**config.mk**
```make
export PLATFORM = sky130hd
export DESIGN_NAME = kbdc_cfg_top
export DESIGN_NICKNAME = d
export VERILOG_FILES = /design/src/kbdc_cfg_pkg.sv /design/src/kbdc_cfg_top.sv /design/src/kbdc_sync2.sv /design/src/kbdc_irq_combine.sv
export SDC_FILE = /design/constraint.sdc
export NUM_CORES = 1
export LEC_CHECK = 0
export ABC_CLOCK_PERIOD_IN_PS = 910
export BUFFER_PORTS_ARGS = -buffer_cell sky130_fd_sc_hd__buf_4
export CAP_MARGIN = 30
export CORE_AREA = 2 2 56 53
export CTS_CLUSTER_SIZE = 30
export DETAILED_ROUTE_END_ITERATION = 10
export DIE_AREA = 0 0 58 55
export PLACE_DENSITY = 0.8
export SYNTH_ARGS = -nofsm -noshare
export SYNTH_HDL_FRONTEND = slang
export SYNTH_SLANG_ARGS = --single-unit
```
**constraint.sdc**
```tcl
create_clock -name SYS_CLK -period 0.91 [get_ports SYS_CLK]
set_input_delay 0 -clock SYS_CLK [delete_from_list [all_inputs] [get_ports SYS_CLK]]
set_output_delay 0 -clock SYS_CLK [all_outputs]
set_load 0.1 [all_outputs]
```
**src/kbdc_cfg_pkg.sv**
```systemverilog
// Constants for the keyboard controller line and interrupt configuration.
// Assumes one 8-bit configuration space reached over a plain strobe port.
package kbdc_cfg_pkg;

  localparam int unsigned KBDC_ADDR_W = 8;
  localparam int unsigned KBDC_DATA_W = 8;

  // Register offset and reset value
  localparam logic [7:0] KBDC_CFG_OFS = 8'hf0;
  localparam logic [7:0] KBDC_CFG_RESET = 8'h00;
  // Bits 1:0 are reserved and read as zero
  localparam logic [7:0] KBDC_CFG_WMASK = 8'hfc;

  // Field positions
  localparam int unsigned KBDC_BIT_AUX_POL = 7;
  localparam int unsigned KBDC_BIT_MOUSE_ISO = 6;
  localparam int unsigned KBDC_BIT_KBD_ISO = 5;
  localparam int unsigned KBDC_BIT_MOUSE_LATCH = 4;
  localparam int unsigned KBDC_BIT_KBD_LATCH = 3;
  localparam int unsigned KBDC_BIT_PORT92 = 2;

  // Level presented to the core while a line is isolated (bus idle)
  localparam logic KBDC_ISO_LEVEL = 1'b1;
  // Reset values of the registered outputs
  localparam logic KBDC_LINE_RESET = 1'b1;
  localparam logic KBDC_IRQ_RESET = 1'b0;
  localparam int unsigned KBDC_SYNC_STAGES = 2;

endpackage : kbdc_cfg_pkg

```
**src/kbdc_cfg_top.sv**
```systemverilog
// Configuration register for the keyboard controller lines and interrupts.
// Assumes a same-clock register master and asynchronous keyboard/mouse pins.
//
// Chosen here: the address-and-strobe port.
`timescale 1ns/1ps
`default_nettype none
// Contract
// - Bit 7 picks aux line polarity, default low
// - Bit 6 blocks mouse lines into core
// - Mouse data always reaches wake-up logic
// - Bit 5 blocks keyboard lines into core
// - Keyboard data always reaches wake-up logic
// - Bit 4 low: mouse irq raw AND latched
// - Bit 4 high: mouse irq is latched copy
module kbdc_cfg_top
  import kbdc_cfg_pkg::*;
(
  input wire logic SYS_CLK,                      // 40 MHz system clock
  input wire logic RST_B,                        // Async reset, active low
  input wire logic [KBDC_ADDR_W-1:0] REG_ADDR,   // Register address
  input wire logic [KBDC_DATA_W-1:0] REG_WDATA,  // Write data
  input wire logic REG_WR,                       // Write strobe
  input wire logic REG_RD,                       // Read strobe
  output logic [KBDC_DATA_W-1:0] REG_RDATA,      // Read data, next cycle
  input wire logic CORE_AUX_PORT,                // Core aux line, 1=asserted
  input wire logic CORE_MOUSE_IRQ,               // Core raw mouse interrupt
  input wire logic CORE_MOUSE_IRQ_CLR,           // Clears latched mouse irq
  input wire logic CORE_KBD_IRQ,                 // Core raw keyboard irq
  input wire logic CORE_KBD_IRQ_CLR,             // Clears latched kbd irq
  input wire logic MOUSE_CLK_IN,                 // Mouse clock pin level
  input wire logic MOUSE_DATA_IN,                // Mouse data pin level
  input wire logic KBD_CLK_IN,                   // Keyboard clock pin level
  input wire logic KBD_DATA_IN,                  // Keyboard data pin level
  output logic AUX_OUTPUT_PORT_LINE,             // Aux line after polarity
  output logic CORE_MOUSE_CLK,                   // Mouse clock into core
  output logic CORE_MOUSE_DATA,                  // Mouse data into core
  output logic CORE_KBD_CLK,                     // Keyboard clock into core
  output logic CORE_KBD_DATA,                    // Keyboard data into core
  output logic MOUSE_WAKE_DATA,                  // Mouse data to wake logic
  output logic KBD_WAKE_DATA,                    // Kbd data to wake logic
  output logic MOUSE_IRQ,                        // Mouse interrupt out
  output logic KBD_IRQ,                          // Keyboard interrupt out
  output logic PORT92_EN                         // Port 92 enable
);

  typedef struct packed {
    logic [KBDC_DATA_W-1:0] cfg;
    logic [KBDC_DATA_W-1:0] rdata;
    logic aux_line;
    logic m_clk;
    logic m_dat;
    logic k_clk;
    logic k_dat;
    logic m_wake;
    logic k_wake;
    logic p92;
  } kbdc_top_s;

  kbdc_top_s st_reg;
  kbdc_top_s st_next;

  logic [3:0] pin_sync;
  logic m_clk_s;
  logic m_dat_s;
  logic k_clk_s;
  logic k_dat_s;
  logic cfg_hit;

  // Polarity apply: asserted core level to pin level
  function automatic logic kbdc_polar(input logic asserted,
                                      input logic act_high);
    kbdc_polar = act_high ? asserted : ~asserted;
  endfunction : kbdc_polar

  // Isolation: blocked lines sit at the idle level
  function automatic logic kbdc_iso(input logic level, input logic block);
    kbdc_iso = block ? KBDC_ISO_LEVEL : level;
  endfunction : kbdc_iso

  kbdc_sync2 #(
    .WIDTH(KBDC_SYNC_STAGES * 2)
  ) u_pin_sync (
    .clk(SYS_CLK),
    .rst_b(RST_B),
    .d({MOUSE_CLK_IN, MOUSE_DATA_IN, KBD_CLK_IN, KBD_DATA_IN}),
    .q(pin_sync)
  );

  assign m_clk_s = pin_sync[3];
  assign m_dat_s = pin_sync[2];
  assign k_clk_s = pin_sync[1];
  assign k_dat_s = pin_sync[0];
  assign cfg_hit = (REG_ADDR == KBDC_CFG_OFS);

  always_comb begin
    st_next = st_reg;
    // Reserved bits are never stored, so they read as zero
    if (REG_WR && cfg_hit) begin
      st_next.cfg = REG_WDATA & KBDC_CFG_WMASK;
    end
    // Unmapped and reserved offsets read as zero
    if (REG_RD && cfg_hit) begin
      st_next.rdata = st_reg.cfg;
    end else begin
      st_next.rdata = '0;
    end
    // Paths use the stored value, so a write acts one cycle later
    st_next.aux_line = kbdc_polar(CORE_AUX_PORT,
                                  st_reg.cfg[KBDC_BIT_AUX_POL]);
    st_next.m_clk = kbdc_iso(m_clk_s, st_reg.cfg[KBDC_BIT_MOUSE_ISO]);
    st_next.m_dat = kbdc_iso(m_dat_s, st_reg.cfg[KBDC_BIT_MOUSE_ISO]);
    st_next.k_clk = kbdc_iso(k_clk_s, st_reg.cfg[KBDC_BIT_KBD_ISO]);
    st_next.k_dat = kbdc_iso(k_dat_s, st_reg.cfg[KBDC_BIT_KBD_ISO]);
    // Wake paths bypass isolation so a blocked device can still wake
    st_next.m_wake = m_dat_s;
    st_next.k_wake = k_dat_s;
    st_next.p92 = st_reg.cfg[KBDC_BIT_PORT92];
  end

  always_ff @(posedge SYS_CLK or negedge RST_B) begin
    if (!RST_B) begin
      st_reg.cfg <= KBDC_CFG_RESET;
      st_reg.rdata <= '0;
      // Default polarity is active low, so idle pin is high
      st_reg.aux_line <= KBDC_LINE_RESET;
      st_reg.m_clk <= KBDC_LINE_RESET;
      st_reg.m_dat <= KBDC_LINE_RESET;
      st_reg.k_clk <= KBDC_LINE_RESET;
      st_reg.k_dat <= KBDC_LINE_RESET;
      st_reg.m_wake <= KBDC_LINE_RESET;
      st_reg.k_wake <= KBDC_LINE_RESET;
      st_reg.p92 <= 1'b0;
    end else begin
      st_reg <= st_next;
    end
  end

  kbdc_irq_combine u_mouse_irq (
    .clk(SYS_CLK),
    .rst_b(RST_B),
    .raw_irq(CORE_MOUSE_IRQ),
    .clr(CORE_MOUSE_IRQ_CLR),
    .latch_sel(st_reg.cfg[KBDC_BIT_MOUSE_LATCH]),
    .irq_out(MOUSE_IRQ)
  );

  kbdc_irq_combine u_kbd_irq (
    .clk(SYS_CLK),
    .rst_b(RST_B),
    .raw_irq(CORE_KBD_IRQ),
    .clr(CORE_KBD_IRQ_CLR),
    .latch_sel(st_reg.cfg[KBDC_BIT_KBD_LATCH]),
    .irq_out(KBD_IRQ)
  );

  assign REG_RDATA = st_reg.rdata;
  assign AUX_OUTPUT_PORT_LINE = st_reg.aux_line;
  assign CORE_MOUSE_CLK = st_reg.m_clk;
  assign CORE_MOUSE_DATA = st_reg.m_dat;
  assign CORE_KBD_CLK = st_reg.k_clk;
  assign CORE_KBD_DATA = st_reg.k_dat;
  assign MOUSE_WAKE_DATA = st_reg.m_wake;
  assign KBD_WAKE_DATA = st_reg.k_wake;
  assign PORT92_EN = st_reg.p92;

  a_aux_pol_low: assert property (@(posedge SYS_CLK) disable iff (!RST_B)
    !$past(st_reg.cfg[KBDC_BIT_AUX_POL])
      |-> AUX_OUTPUT_PORT_LINE == !$past(CORE_AUX_PORT))
    else $error("aux line not active low with bit 7 clear");

  a_aux_pol_high: assert property (@(posedge SYS_CLK) disable iff (!RST_B)
    $past(st_reg.cfg[KBDC_BIT_AUX_POL])
      |-> AUX_OUTPUT_PORT_LINE == $past(CORE_AUX_PORT))
    else $error("aux line not active high with bit 7 set");

  a_mouse_iso_path: assert property (@(posedge SYS_CLK) disable iff (!RST_B)
    CORE_MOUSE_CLK == ($past(st_reg.cfg[KBDC_BIT_MOUSE_ISO]) ?
      KBDC_ISO_LEVEL : $past(m_clk_s)) &&
    CORE_MOUSE_DATA == ($past(st_reg.cfg[KBDC_BIT_MOUSE_ISO]) ?
      KBDC_ISO_LEVEL : $past(m_dat_s)))
    else $error("mouse lines into core wrong for isolate bit");

  a_mouse_wake_path: assert property (@(posedge SYS_CLK) disable iff (!RST_B)
    ##3 MOUSE_WAKE_DATA == $past(MOUSE_DATA_IN, 3))
    else $error("mouse wake data does not follow the pin");

  a_kbd_iso_path: assert property (@(posedge SYS_CLK) disable iff (!RST_B)
    CORE_KBD_CLK == ($past(st_reg.cfg[KBDC_BIT_KBD_ISO]) ?
      KBDC_ISO_LEVEL : $past(k_clk_s)) &&
    CORE_KBD_DATA == ($past(st_reg.cfg[KBDC_BIT_KBD_ISO]) ?
      KBDC_ISO_LEVEL : $past(k_dat_s)))
    else $error("keyboard lines into core wrong for isolate bit");

  a_kbd_wake_path: assert property (@(posedge SYS_CLK) disable iff (!RST_B)
    ##3 KBD_WAKE_DATA == $past(KBD_DATA_IN, 3))
    else $error("keyboard wake data does not follow the pin");

  a_cfg_write_apply: assert property (@(posedge SYS_CLK) disable iff (!RST_B)
    (REG_WR && cfg_hit) |=> st_reg.cfg == ($past(REG_WDATA) & KBDC_CFG_WMASK)
      ##1 AUX_OUTPUT_PORT_LINE == kbdc_polar($past(CORE_AUX_PORT),
                                   $past(st_reg.cfg[KBDC_BIT_AUX_POL])))
    else $error("config write not applied one cycle after");

  a_read_slot: assert property (@(posedge SYS_CLK) disable iff (!RST_B)
    (REG_RD && cfg_hit) |=> REG_RDATA == $past(st_reg.cfg)
      ##1 ($past(REG_RD && cfg_hit) || REG_RDATA == '0))
    else $error("read data not in the single following cycle");

  c_mouse_isolated: cover property (@(posedge SYS_CLK) disable iff (!RST_B)
    st_reg.cfg[KBDC_BIT_MOUSE_ISO] && !m_dat_s ##1 MOUSE_WAKE_DATA == 1'b0);

  c_kbd_isolated: cover property (@(posedge SYS_CLK) disable iff (!RST_B)
    st_reg.cfg[KBDC_BIT_KBD_ISO] && !k_dat_s);

  c_aux_high: cover property (@(posedge SYS_CLK) disable iff (!RST_B)
    st_reg.cfg[KBDC_BIT_AUX_POL] && AUX_OUTPUT_PORT_LINE);

  c_wr_then_rd: cover property (@(posedge SYS_CLK) disable iff (!RST_B)
    (REG_WR && cfg_hit) ##1 (REG_RD && cfg_hit));

endmodule : kbdc_cfg_top
`default_nettype wire

```
**src/kbdc_sync2.sv**
```systemverilog
// Two-stage synchroniser for pin inputs.
// Assumes the pins are asynchronous to SYS_CLK; outputs only stage two.
`timescale 1ns/1ps
`default_nettype none
module kbdc_sync2
  import kbdc_cfg_pkg::*;
#(
  parameter int unsigned WIDTH = 4
) (
  input wire logic clk,                // System clock
  input wire logic rst_b,              // Async reset, active low
  input wire logic [WIDTH-1:0] d,      // Asynchronous pin levels
  output logic [WIDTH-1:0] q           // Synchronised levels
);

  initial begin
    if (WIDTH < 1) begin
      $error("kbdc_sync2: WIDTH must be at least 1");
    end
  end

  typedef struct packed {
    logic [WIDTH-1:0] s1;
    logic [WIDTH-1:0] s2;
  } kbdc_sync_s;

  kbdc_sync_s st_reg;
  kbdc_sync_s st_next;

  always_comb begin
    st_next.s1 = d;
    // Stage one is read by stage two only
    st_next.s2 = st_reg.s1;
  end

  always_ff @(posedge clk or negedge rst_b) begin
    if (!rst_b) begin
      st_reg <= {(2 * WIDTH){KBDC_LINE_RESET}};
    end else begin
      st_reg <= st_next;
    end
  end

  assign q = st_reg.s2;

endmodule : kbdc_sync2
`default_nettype wire

```
**src/kbdc_irq_combine.sv**
```systemverilog
// Latches a core interrupt and forms the outgoing interrupt from it.
// Assumes raw_irq and clr come from logic on the same clock.
`timescale 1ns/1ps
`default_nettype none
module kbdc_irq_combine
  import kbdc_cfg_pkg::*;
(
  input wire logic clk,        // System clock
  input wire logic rst_b,      // Async reset, active low
  input wire logic raw_irq,    // Raw interrupt from the core
  input wire logic clr,        // Clears the latched copy, one cycle
  input wire logic latch_sel,  // 1: latched only, 0: raw AND latched
  output logic irq_out         // Registered interrupt output
);

  typedef struct packed {
    logic latched;
    logic out;
  } kbdc_irq_s;

  kbdc_irq_s st_reg;
  kbdc_irq_s st_next;

  always_comb begin
    // Set beats clear so a new request is never lost
    st_next.latched = raw_irq | (st_reg.latched & ~clr);
    if (latch_sel) begin
      st_next.out = st_reg.latched;
    end else begin
      st_next.out = raw_irq & st_reg.latched;
    end
  end

  always_ff @(posedge clk or negedge rst_b) begin
    if (!rst_b) begin
      st_reg <= {KBDC_IRQ_RESET, KBDC_IRQ_RESET};
    end else begin
      st_reg <= st_next;
    end
  end

  assign irq_out = st_reg.out;

  a_irq_and_mode: assert property (@(posedge clk) disable iff (!rst_b)
    !$past(latch_sel) |-> irq_out == ($past(raw_irq) && $past(st_reg.latched)))
    else $error("irq output is not raw AND latched");

  a_irq_latch_mode: assert property (@(posedge clk) disable iff (!rst_b)
    $past(latch_sel) |-> irq_out == $past(st_reg.latched))
    else $error("irq output is not the latched copy");

  a_irq_set_wins: assert property (@(posedge clk) disable iff (!rst_b)
    (raw_irq && clr) |=> st_reg.latched)
    else $error("clear beat a simultaneous set");

  c_irq_latched_out: cover property (@(posedge clk) disable iff (!rst_b)
    latch_sel && irq_out && !raw_irq);

endmodule : kbdc_irq_combine
`default_nettype wire

```
[Yosys cells after proc, flatten, opt, wreduce, memory -nomap -nowiden]
Index checks and enable logic that the tools add are counted.
Storage, ports and cells
  register bits after elaboration: 34
  ROM bits: 0
  bits in writable memories: 0
  bits of input ports: 29
  word-level logic and storage cells: 36
  bits in latches: 0
  output and inout bits: 18
  memories: 0
Cells by class
  multiply operators: 0
  shifts and indexed selects: 0
  bitwise operators: 9
  add/subtract/negate cells: 0
  mux-type cells: 8
  magnitude comparators: 0
  equality and inequality tests: 1
  div/mod/pow operators: 0
  reduce and logical (&&, ||, !) cells: 2
Operator list (number)
  == test 8 bit (second input constant): 1
  two-way mux 8 bit: 1
  two-way mux 1 bit: 7
  AND 1 bit: 4
  NOT 1 bit: 3
  logical AND 1 bit: 2
  bitwise OR 1 bit: 2

[Longest topological paths before layout]
Gate-level depths: netlist of the first run.
  word-level depth: 3
  mapped depth: 3
  depth with buffers taken out: 3

[Hierarchy]
From an unflattened synthesis of the first run, not the netlist that was laid out.
Unflattened totals
  cell total of the unflattened synthesis: 68
  area, all modules: 1114.8 um^2
By module, submodules not included
  kbdc_cfg_top: instances 1, area each 767.0 um^2, cells an instance 50, sequential area each 509.2 um^2
  kbdc_sync2: instances 1, area each 210.2 um^2, cells an instance 8, sequential area each 210.2 um^2
  kbdc_irq_combine: instances 2, area each 68.8 um^2, cells an instance 5, sequential area each 50.0 um^2

[Least setup slack after synthesis of the first run]
No wires, ideal clock.
  kind: register to output
  start point: register u_kbd_irq.st_reg (netlist bit u_kbd_irq.irq_out)
  end point: output KBD_IRQ
  path slack: 0.027 ns
  cell stages (with the launch flop): 1
  arrival: 0.883 ns
  buffers on the path: 0
  data required time: 0.910 ns
  path through: dfrtp_1
RTL lines
  start, declared: RTL line kbdc_irq_combine.sv:21  | kbdc_irq_s st_reg;
  start signal, assigned: RTL line kbdc_irq_combine.sv:36  | st_reg <= {KBDC_IRQ_RESET, KBDC_IRQ_RESET};
  start signal, assigned: RTL line kbdc_irq_combine.sv:38  | st_reg <= st_next;
  end, declared: RTL line kbdc_cfg_top.sv:42  | output logic KBD_IRQ,
No word-level cell between the ends.

[Worst setup path after layout of the first run]
  start point: register st_reg (netlist bit CORE_KBD_CLK)
  end point: output CORE_KBD_CLK
RTL lines
  start, declared: RTL line kbdc_cfg_top.sv:59  | kbdc_top_s st_reg;
  start signal, assigned: RTL line kbdc_cfg_top.sv:134  | st_reg <= st_next;
  end, declared: RTL line kbdc_cfg_top.sv:37  | output logic CORE_KBD_CLK,
No word-level cell between the ends.

==> results of run 1 <==
-- metrics by stage --
| stage | std cells | util [%] | setup slack (ns) | hold WS, ns | setup TNS, ns |
|---|---|---|---|---|---|
| 4_1_cts | 157 | 67.2 | -0.158 | 0.0518 | -1.04 |
| 3_5_place_dp | 133 | 53.8 | -0.0688 | -0.0575 | -0.357 |
| 6_report | 157 | 67.8 | -0.141 | 0.0619 | -0.935 |
| 5_1_grt | 157 | 67.8 | -0.180 | 0.0628 | -1.49 |
| 3_3_place_gp | 133 | 53.8 | -0.0362 | -0.0602 | -0.213 |
| 2_1_floorplan | 69 | - | 0.0267 | -0.296 | 0 |
-- cells by family after synthesis --
group	share of synthesized area (%)
xor+xnor	0.789
mux	6.09
buf+inv	6.09
simple gates	10.1
other cells	0.338
flops	73.8
compound gates	2.70
-- path summary, 6_finish.rpt --
kind                                                 start                           to  slack, ns  cells after the start
max in group asynchronous                            RST_B    u_pin_sync.q[1]$_DFF_PN1_       0.46                      2
max                                 CORE_KBD_CLK$_DFF_PN1_                 CORE_KBD_CLK      -0.14                      1
min                                                 REG_WR       st_reg[20]$_DFFE_PN0P_       0.06                      3
min in group asynchronous                            RST_B  u_kbd_irq.irq_out$_DFF_PN0_       0.12                      2
max reg2reg                         st_reg[21]$_DFFE_PN0P_       CORE_KBD_CLK$_DFF_PN1_       0.12                      1
min reg2reg                u_pin_sync.st_next[3]$_DFF_PN1_    u_pin_sync.q[3]$_DFF_PN1_       0.35                      0
-- layout by cell type, fill, tap and decap left out --
master | Yosys | routed
buf_4 | 8 | 26
dfrtp_1 | 17 | 17
dlygate4sd3_1 | 0 | 16
dfstp_2 | 15 | 15
buf_8 | 0 | 9
buf_12 | 0 | 7
and2_1 | 6 | 6
mux2_2 | 6 | 6
clkbuf_4 | 0 | 5
or2_2 | 4 | 4
and4bb_2 | 2 | 2
inv_1 | 2 | 2
a21o_1 | 2 | 2
o21a_1 | 2 | 2
conb_1 | 1 | 2
clkbuf_1 | 0 | 2
and3_2 | 1 | 1
xnor2_1 | 1 | 1
nand3_4 | 1 | 1
clkinv_2 | 0 | 1
-- layout make-up --
| class | count | area, um2 | share of cell area (%) |
|---|---|---|---|
| Multi-Input combinational cell | 27 | 226 | 12.8 |
| Inverter | 2 | 7.51 | 0.424 |
| Sequential cell | 32 | 820 | 46.3 |
| Timing Repair Buffer | 58 | 631 | 35.6 |
| Tap cell | 30 | 37.5 | 2.12 |
| Clock buffer | 7 | 45.0 | 2.54 |
| Clock inverter | 1 | 5.00 | 0.282 |
-- where the power goes --
group | switching [mW] | leakage (nW) | internal (mW) | total (mW)
clock | 0.433 | 0.0293 | 0.300 | 0.734
sequential | 0.0385 | 0.385 | 1.51 | 1.55
combinational | 0.312 | 0.438 | 0.239 | 0.551
-- layer usage --
layer	up-vias	part of all wire [%]	GRT usage [%]	routed length [um]
met1	321	33	14.8	660
li1	327	-	-	-
met5	-	0	0	0
met2	32	55	23.9	1090
met3	7	8.2	5.81	161
met4	0	3.1	10.5	61
-- what timing repair did --
action | 4_1_cts | 5_1_grt
hold buffers | 16 | 0
pin swaps | 0 | 0
endpoints found under the hold margin | 47 | 0
resized for setup | 35 | 4
setup endpoints to repair | 16 | 16
-- Yosys cell counts --
cell type and count:
and3_2 1, and2_1 6, inv_1 2, mux2_2 6
o21a_1 2, buf_4 8, nand3_4 1, dfstp_2 15
conb_1 1, or2_2 4, xnor2_1 1, and4bb_2 2
dfrtp_1 17, a21o_1 2
==> flow_summary.json, run 1 <==
{
  "outcome": "finished, violations left",
  "failed_checks": "setup timing",
  "crit_required_ns": 0.91,
  "die-area_um2": 3190,
  "start_util_pct": 42.5,
  "crit_path_cell_trace": "buf_12",
  "rsz0062_at_grt": "true",
  "core_um2": 2610,
  "cts_buffers": 5,
  "final.period_utilization_pct": 115,
  "finalCriticalPeriod_ns": 1.05,
  "synth_warnings": 0,
  "placed_cell_area_um2": 1410,
  "worst_path_max_delay_cell": "dfstp_2",
  "root_buffer": "clkbuf_4",
  "critPathMaxFanout": 1,
  "fin_skew_ns": 0.0137,
  "clock_latency_ns": 0.32,
  "hold_viol": 0,
  "synthesis.area_um2": 1110,
  "largest_reg_flops": 6,
  "p_leak_nw": 0.852,
  "gr-total-overflow": 0,
  "yosys_register_bits": 32,
  "antenna_cells": 0,
  "die_h_um": 55,
  "grt_pass1_wl_um": 3140,
  "drive_above_1_share_pct": 60.6,
  "cp-end-kind": "output port",
  "syn_avg_cell_area_um2": 16.3,
  "place_congestion": 0.593,
  "ys_types": 14,
  "arrival_ns": 1.05,
  "power_mw": 2.84,
  "grt_pass1_vias": 725,
  "cts_buffer_depth": 2,
  "antenna_found_initial": 0,
  "num_rows": 18,
  "wl_um": 1970,
  "cts.sinks": 32,
  "firstDrtPassIters": 3,
  "fmaxAchievable_mhz": 952,
  "grt_max_degree": 33,
  "crit_path_max_incr_delay_ns": 0.56,
  "final_cell_area_um2": 1770,
  "antenna_left": 0,
  "route.detailed.drc": 0,
  "drv_slew": 0,
  "initialDrtViolationCount": 1,
  "num-fill-cells": 171,
  "yosys.area.top_type_share_pct": 38.3,
  "final-setup-viol-count": 8,
  "die_x_um": 58,
  "viasPerCell": 4.38,
  "crit_type": "register to output port",
  "synth_cells": 68,
  "vias": 687,
  "wire_per_inst_um": 12.6,
  "clk_pin_slew_ns": 0.09,
  "critPathTopFamily": "flip-flops",
  "peakVddDrop_mv": 1.12,
  "ios": 47,
  "power_density_nw_per_um2": 1600,
  "dp_hpwl_um": 1330,
  "num-nets-final": 155,
  "post_cts_buffers": 0,
  "start_kind": "register",
  "yosys-top-cells-area": "dfrtp_1 (38%), dfstp_2 (36%), mux2_2 (6.1%), buf_4 (5.4%), and2_1 (3.4%)",
  "numPortBuffers": 42,
  "area_growth_pct": 59.6,
  "yosysTopAreaCell": "dfrtp_1",
  "yosysSeqAreaShare_pct": 73.8,
  "critical_path_buf_inv_count": 1,
  "grt_usage_pct": 14.3,
  "drv_cap": 0,
  "cts_tree": "yes",
  "ctsHtreeMaxLevel": 2,
  "worstHoldPathType": "input port to register",
  "setup_slack_ns": -0.141
}
Power figures use the tool's default switching activity.
==> run 2, diff against run 1 <==
- SETUP_SLACK_MARGIN: unset -> 0.2
==> flow_summary.json, run 2 (same netlist as run 1, synthesis figures left out) <==
{
  "worst_path_max_delay_cell": "dfstp_4",
  "cts_buffer_depth": 2,
  "die-area_um2": 3190,
  "cts.sinks": 32,
  "crit_start": "MOUSE_WAKE_DATA$_DFF_PN1_",
  "rrSetupSlack_ns": 0.11,
  "root_buffer": "clkbuf_4",
  "power_density_nw_per_um2": 1530,
  "grt_max_degree": 33,
  "crit_path_cell_trace": "buf_12",
  "num_rows": 18,
  "core_um2": 2610,
  "critical_path_buf_inv_count": 1,
  "worstHoldPathType": "input port to register",
  "crit_required_ns": 0.91,
  "ctsHtreeMaxLevel": 2,
  "viasPerCell": 4.46,
  "fin_skew_ns": 0.00857,
  "start_kind": "register",
  "crit_type": "register to output port",
  "failed_checks": "setup timing",
  "die_x_um": 58,
  "hold_slack_ns": 0.122,
  "mostFrequentLayoutCells": "buf_4 (26), dlygate4sd3_1 (16), dfrtp_1 (14), buf_12 (14), dfstp_2 (8)",
  "outcome": "finished, violations left",
  "finalCriticalPeriod_ns": 1.12,
  "wl_um": 2080,
  "place_congestion": 0.647,
  "ios": 47,
  "clk_pin_slew_ns": 0.10,
  "fmaxAchievable_mhz": 896,
  "power_mw": 2.87,
  "hold_viol": 0,
  "p_leak_nw": 0.887,
  "clock_latency_ns": 0.32,
  "crit_cells": 1,
  "antenna_left": 0,
  "wire_per_inst_um": 13.2,
  "timing.rr.end": "st_reg[19]$_DFFE_PN0P_",
  "firstDrtPassIters": 3,
  "cts_tree": "yes",
  "setup_slack_ns": -0.206,
  "final_common_cell": "buf_4",
  "area_growth_pct": 69.7,
  "r2r.worst_path.cells": 1,
  "crit_path_max_incr_delay_ns": 0.63,
  "peakVddDrop_mv": 1.26,
  "grt_usage_pct": 14.0,
  "dp_hpwl_um": 1360,
  "cts_buffers": 5,
  "antenna_found_initial": 0,
  "gr-total-overflow": 0,
  "route.detailed.drc": 0,
  "num-nets-final": 156,
  "drive_above_1_share_pct": 63.3,
  "endpoint": "MOUSE_WAKE_DATA",
  "initialDrtViolationCount": 4,
  "antenna_cells": 0,
  "final-setup-viol-count": 8,
  "arrival_ns": 1.12,
  "die_h_um": 55,
  "critPathMaxFanout": 1,
  "rsz0062_at_grt": "true",
  "vias": 704,
  "grt_pass1_vias": 766,
  "numPortBuffers": 42,
  "critPathTopFamily": "flip-flops",
  "largest_reg_flops": 6,
  "final.period_utilization_pct": 123,
  "drv_cap": 0,
  "drv_slew": 0,
  "r2r_start": "st_reg[19]$_DFFE_PN0P_",
  "grt_pass1_wl_um": 3220,
  "start_util_pct": 42.5,
  "cp-end-kind": "output port"
}
-- run 2: changes by cell type in the layout (fill, tap and decap cells not counted), moves of 2 or more --
cell,previous run,this run
buf_12,7,14
buf_6,0,2
buf_8,9,1
dfrtp_1,17,14
dfrtp_2,0,3
dfstp_2,15,8
dfstp_4,0,7
mux2_2,6,0
mux2_4,0,6
or2_2,4,0
or2_4,0,4
-- run 2: how the worst min path moves through the flow --
stage,endpoint,cells past startpoint,slack (ns),startpoint
after CTS,st_next[0]$_DFFE_PN0P_,2,-0.09,REG_WDATA[2]
final,REG_RDATA[3]$_DFF_PN0_,3,0.12,REG_RD
after global routing,st_next[0]$_DFFE_PN0P_,3,0.13,REG_WR
after floorplan,PORT92_EN$_DFF_PN0_,0,-0.30,RST_B
after detailed placement,u_kbd_irq.st_reg[1]$_DFF_PN0_,1,-0.05,RST_B
after global placement,u_kbd_irq.st_reg[1]$_DFF_PN0_,1,-0.06,RST_B
-- run 2: area by class of cell --
class                      count  area, um2
clock buffer                   7       45.0
clock inverter                 1       3.75
fill                         175        729
inverter                       2       7.51
multi-input combinational     27        267
sequential                    32        850
tap                           30       37.5
timing repair buffer          59        673
-- run 2: repair_timing --
item	in CTS	in global routing
pin swaps	6	1
buffers inserted	1	0
setup endpoints to repair	26	29
hold buffers	11	5
resized for setup	53	0
hold endpoints to repair	47	5
-- run 2: report_power, final --
group          total [mW]  internal (mW)  switching, mW
clock               0.727          0.297          0.431
sequential           1.57           1.52         0.0416
combinational       0.579          0.261          0.317
total                2.87           2.08          0.790
-- run 2: through the flow --
step / utilization, % / TNS (ns) / instances / instance area (um2) / setup slack [ns]
final: 72.1 / -1.41 / 158 / 1880 / -0.206
after global routing: 72.1 / -1.90 / 158 / 1880 / -0.241
after CTS: 70.2 / -1.48 / 153 / 1830 / -0.211
after detailed placement: 55.4 / -0.337 / 133 / 1450 / -0.0671
after global placement: 55.4 / -0.219 / 133 / 1450 / -0.0370
after floorplan: - / 0 / 69 / 1150 / 0.104
-- run 2: per-layer routing --
metal  global-route usage, %  routed length, um
met2                    25.9               1140
met4                    5.81                 23
met5                       0                  0
met1                    14.8                756
met3                    4.88                159
==> run 3, diff against run 2 <==
--- a/config.mk
+++ b/config.mk
@@ -15,3 +15,2 @@
 export PLACE_DENSITY = 0.8
-export SETUP_SLACK_MARGIN = 0.2
 export SYNTH_ARGS = -nofsm -noshare
==> constraint.sdc (replaced) <==
create_clock -name SYS_CLK -period 0.91 [get_ports SYS_CLK]
set_input_delay 0.1365 -clock SYS_CLK [delete_from_list [all_inputs] [get_ports SYS_CLK]]
set_output_delay 0.1365 -clock SYS_CLK [all_outputs]
set_load 0.1 [all_outputs]
==> flow_summary.json, run 3 (same netlist as run 1, synthesis figures left out) <==
{
  "final-setup-viol-count": 16,
  "drv_slew": 0,
  "critPathMaxFanout": 1,
  "mostFrequentLayoutCells": "buf_4 (26), dfrtp_1 (14), dlygate4sd3_1 (8), buf_8 (8), dfstp_2 (8)",
  "arrival_ns": 1.14,
  "drive_above_1_share_pct": 68.1,
  "initialDrtViolationCount": 1,
  "fmaxAchievable_mhz": 784,
  "core_um2": 2610,
  "crit_type": "register to output port",
  "start_kind": "register",
  "grt_max_degree": 33,
  "drv_cap": 0,
  "ctsHtreeMaxLevel": 2,
  "tns_ns": -3.65,
  "crit_required_ns": 0.77,
  "setup_slack_ns": -0.366,
  "route.detailed.drc": 0,
  "die_h_um": 55,
  "area_growth_pct": 56.7,
  "rrSetupSlack_ns": 0.10,
  "final_cell_area_um2": 1740,
  "antenna_found_initial": 0,
  "fin_skew_ns": 0.0112,
  "power_density_nw_per_um2": 1740,
  "antenna_left": 0,
  "cp-end-kind": "output port",
  "cts_tree": "yes",
  "final.period_utilization_pct": 140,
  "worstHoldPathType": "input port to register",
  "crit_path_max_incr_delay_ns": 0.64,
  "final_cells": 149,
  "grt_pass1_vias": 703,
  "busiest_layer": "met2",
  "wl_um": 1980,
  "wire_per_inst_um": 13.3,
  "firstDrtPassIters": 2,
  "gr-total-overflow": 0,
  "grt_util_met1_pct": 14.3,
  "crit_path_cell_trace": "buf_12",
  "ios": 47,
  "num-nets-final": 147,
  "switchingPower_mw": 0.818,
  "dp.cells": 133,
  "peakVddDrop_mv": 1.36,
  "viasPerCell": 4.54,
  "num_rows": 18,
  "outcome": "finished, violations left",
  "start_util_pct": 42.5,
  "cts.sinks": 32,
  "dp_hpwl_um": 1380,
  "crit_cells": 1,
  "grt_usage_pct": 14.9,
  "seqCellArea_um2": 850,
  "placed_cell_area_um2": 1440,
  "cts_buffer_depth": 2,
  "die_x_um": 58,
  "multi_input_area_um2": 226,
  "pwr-share-seq_pct": 51.8,
  "clock_latency_ns": 0.33,
  "hold_depth": 2,
  "die-area_um2": 3190,
  "worst_path_max_delay_cell": "dfstp_4",
  "cts_buffers": 5,
  "grt_use_met3_pct": 7.91,
  "num-fill-cells": 184,
  "vias": 677,
  "hold_viol": 0,
  "rsz0062_at_grt": "true",
  "failed_checks": "setup timing",
  "grt_pass1_wl_um": 3150,
  "clk_pin_slew_ns": 0.10,
  "finalCriticalPeriod_ns": 1.28,
  "root_buffer": "clkbuf_4",
  "p_leak_nw": 0.828,
  "antenna_cells": 0,
  "critical_path_buf_inv_count": 1,
  "final_common_cell": "buf_4",
  "numPortBuffers": 42,
  "place_congestion": 0.665,
  "critPathTopFamily": "flip-flops",
  "comb_power_share_pct": 17.3,
  "r2r.worst_path.cells": 1,
  "largest_reg_flops": 6,
  "p_int_mw": 2.21,
  "pwr-share-clk_pct": 31.0,
  "p_sw_share_pct": 27.1,
  "grtUsageMet2_pct": 25.0
}
[run 3: cell type report]
cell class | instances | share of cell area (%)
Multi-Input combinational cell | 27 | 13.0
Clock inverter | 1 | 0.288
Timing Repair Buffer | 50 | 31.4
Clock buffer | 7 | 3.81
Sequential cell | 32 | 48.8
Tap cell | 30 | 2.16
Inverter | 2 | 0.432
[run 3: repair_timing]
action / 4_1_cts / 5_1_grt
cloned: 0 / 0
hold buffers: 8 / 0
hold endpoints to repair: 24 / 0
setup endpoints to repair: 16 / 16
buffers inserted: 0 / 0
resized for setup: 35 / 3
[run 3: power groups by stage]
| stage | clock network, mW | registers [mW] | logic, mW |
|---|---|---|---|
| global route | 1.04 | 1.57 | 0.548 |
| floorplan | 0 | 1.77 | 0.0867 |
| finish | 0.937 | 1.57 | 0.522 |
| CTS | 0.953 | 1.56 | 0.520 |
| global placement | 0 | 1.57 | 0.431 |
| detailed placement | 0 | 1.58 | 0.440 |
[run 3: final timing paths]
path                                                 start                        endpoint
max                                 CORE_KBD_CLK$_DFF_PN1_                    CORE_KBD_CLK
min                                           REG_WDATA[5]          st_reg[21]$_DFFE_PN0P_
max reg2reg                         st_reg[22]$_DFFE_PN0P_          st_reg[22]$_DFFE_PN0P_
min reg2reg                u_pin_sync.st_next[0]$_DFF_PN1_       u_pin_sync.q[0]$_DFF_PN1_
max in group asynchronous                            RST_B  AUX_OUTPUT_PORT_LINE$_DFF_PN1_
min in group asynchronous                            RST_B   u_kbd_irq.st_reg[1]$_DFF_PN0_
[run 3: through the flow]
| stage | hold slack [ns] | setup WS (ns) | util (%) | power [mW] |
|---|---|---|---|---|
| final | 0.0336 | -0.366 | 66.6 | 3.02 |
| after detailed placement | 0.0838 | -0.201 | 55.0 | 2.02 |
| after global routing | 0.00997 | -0.404 | 66.6 | 3.16 |
| after floorplan | -0.159 | -0.0329 | - | 1.86 |
| after CTS | 0.0232 | -0.372 | 66.1 | 3.04 |
| after global placement | 0.0746 | -0.175 | 55.0 | 2.00 |
[run 3: per-layer routing]
layer  wire, um  part of all wire (%)
met1        640                    32
met2       1080                    55
met3        219                    11
met4         40                   2.0
met5          0                     0
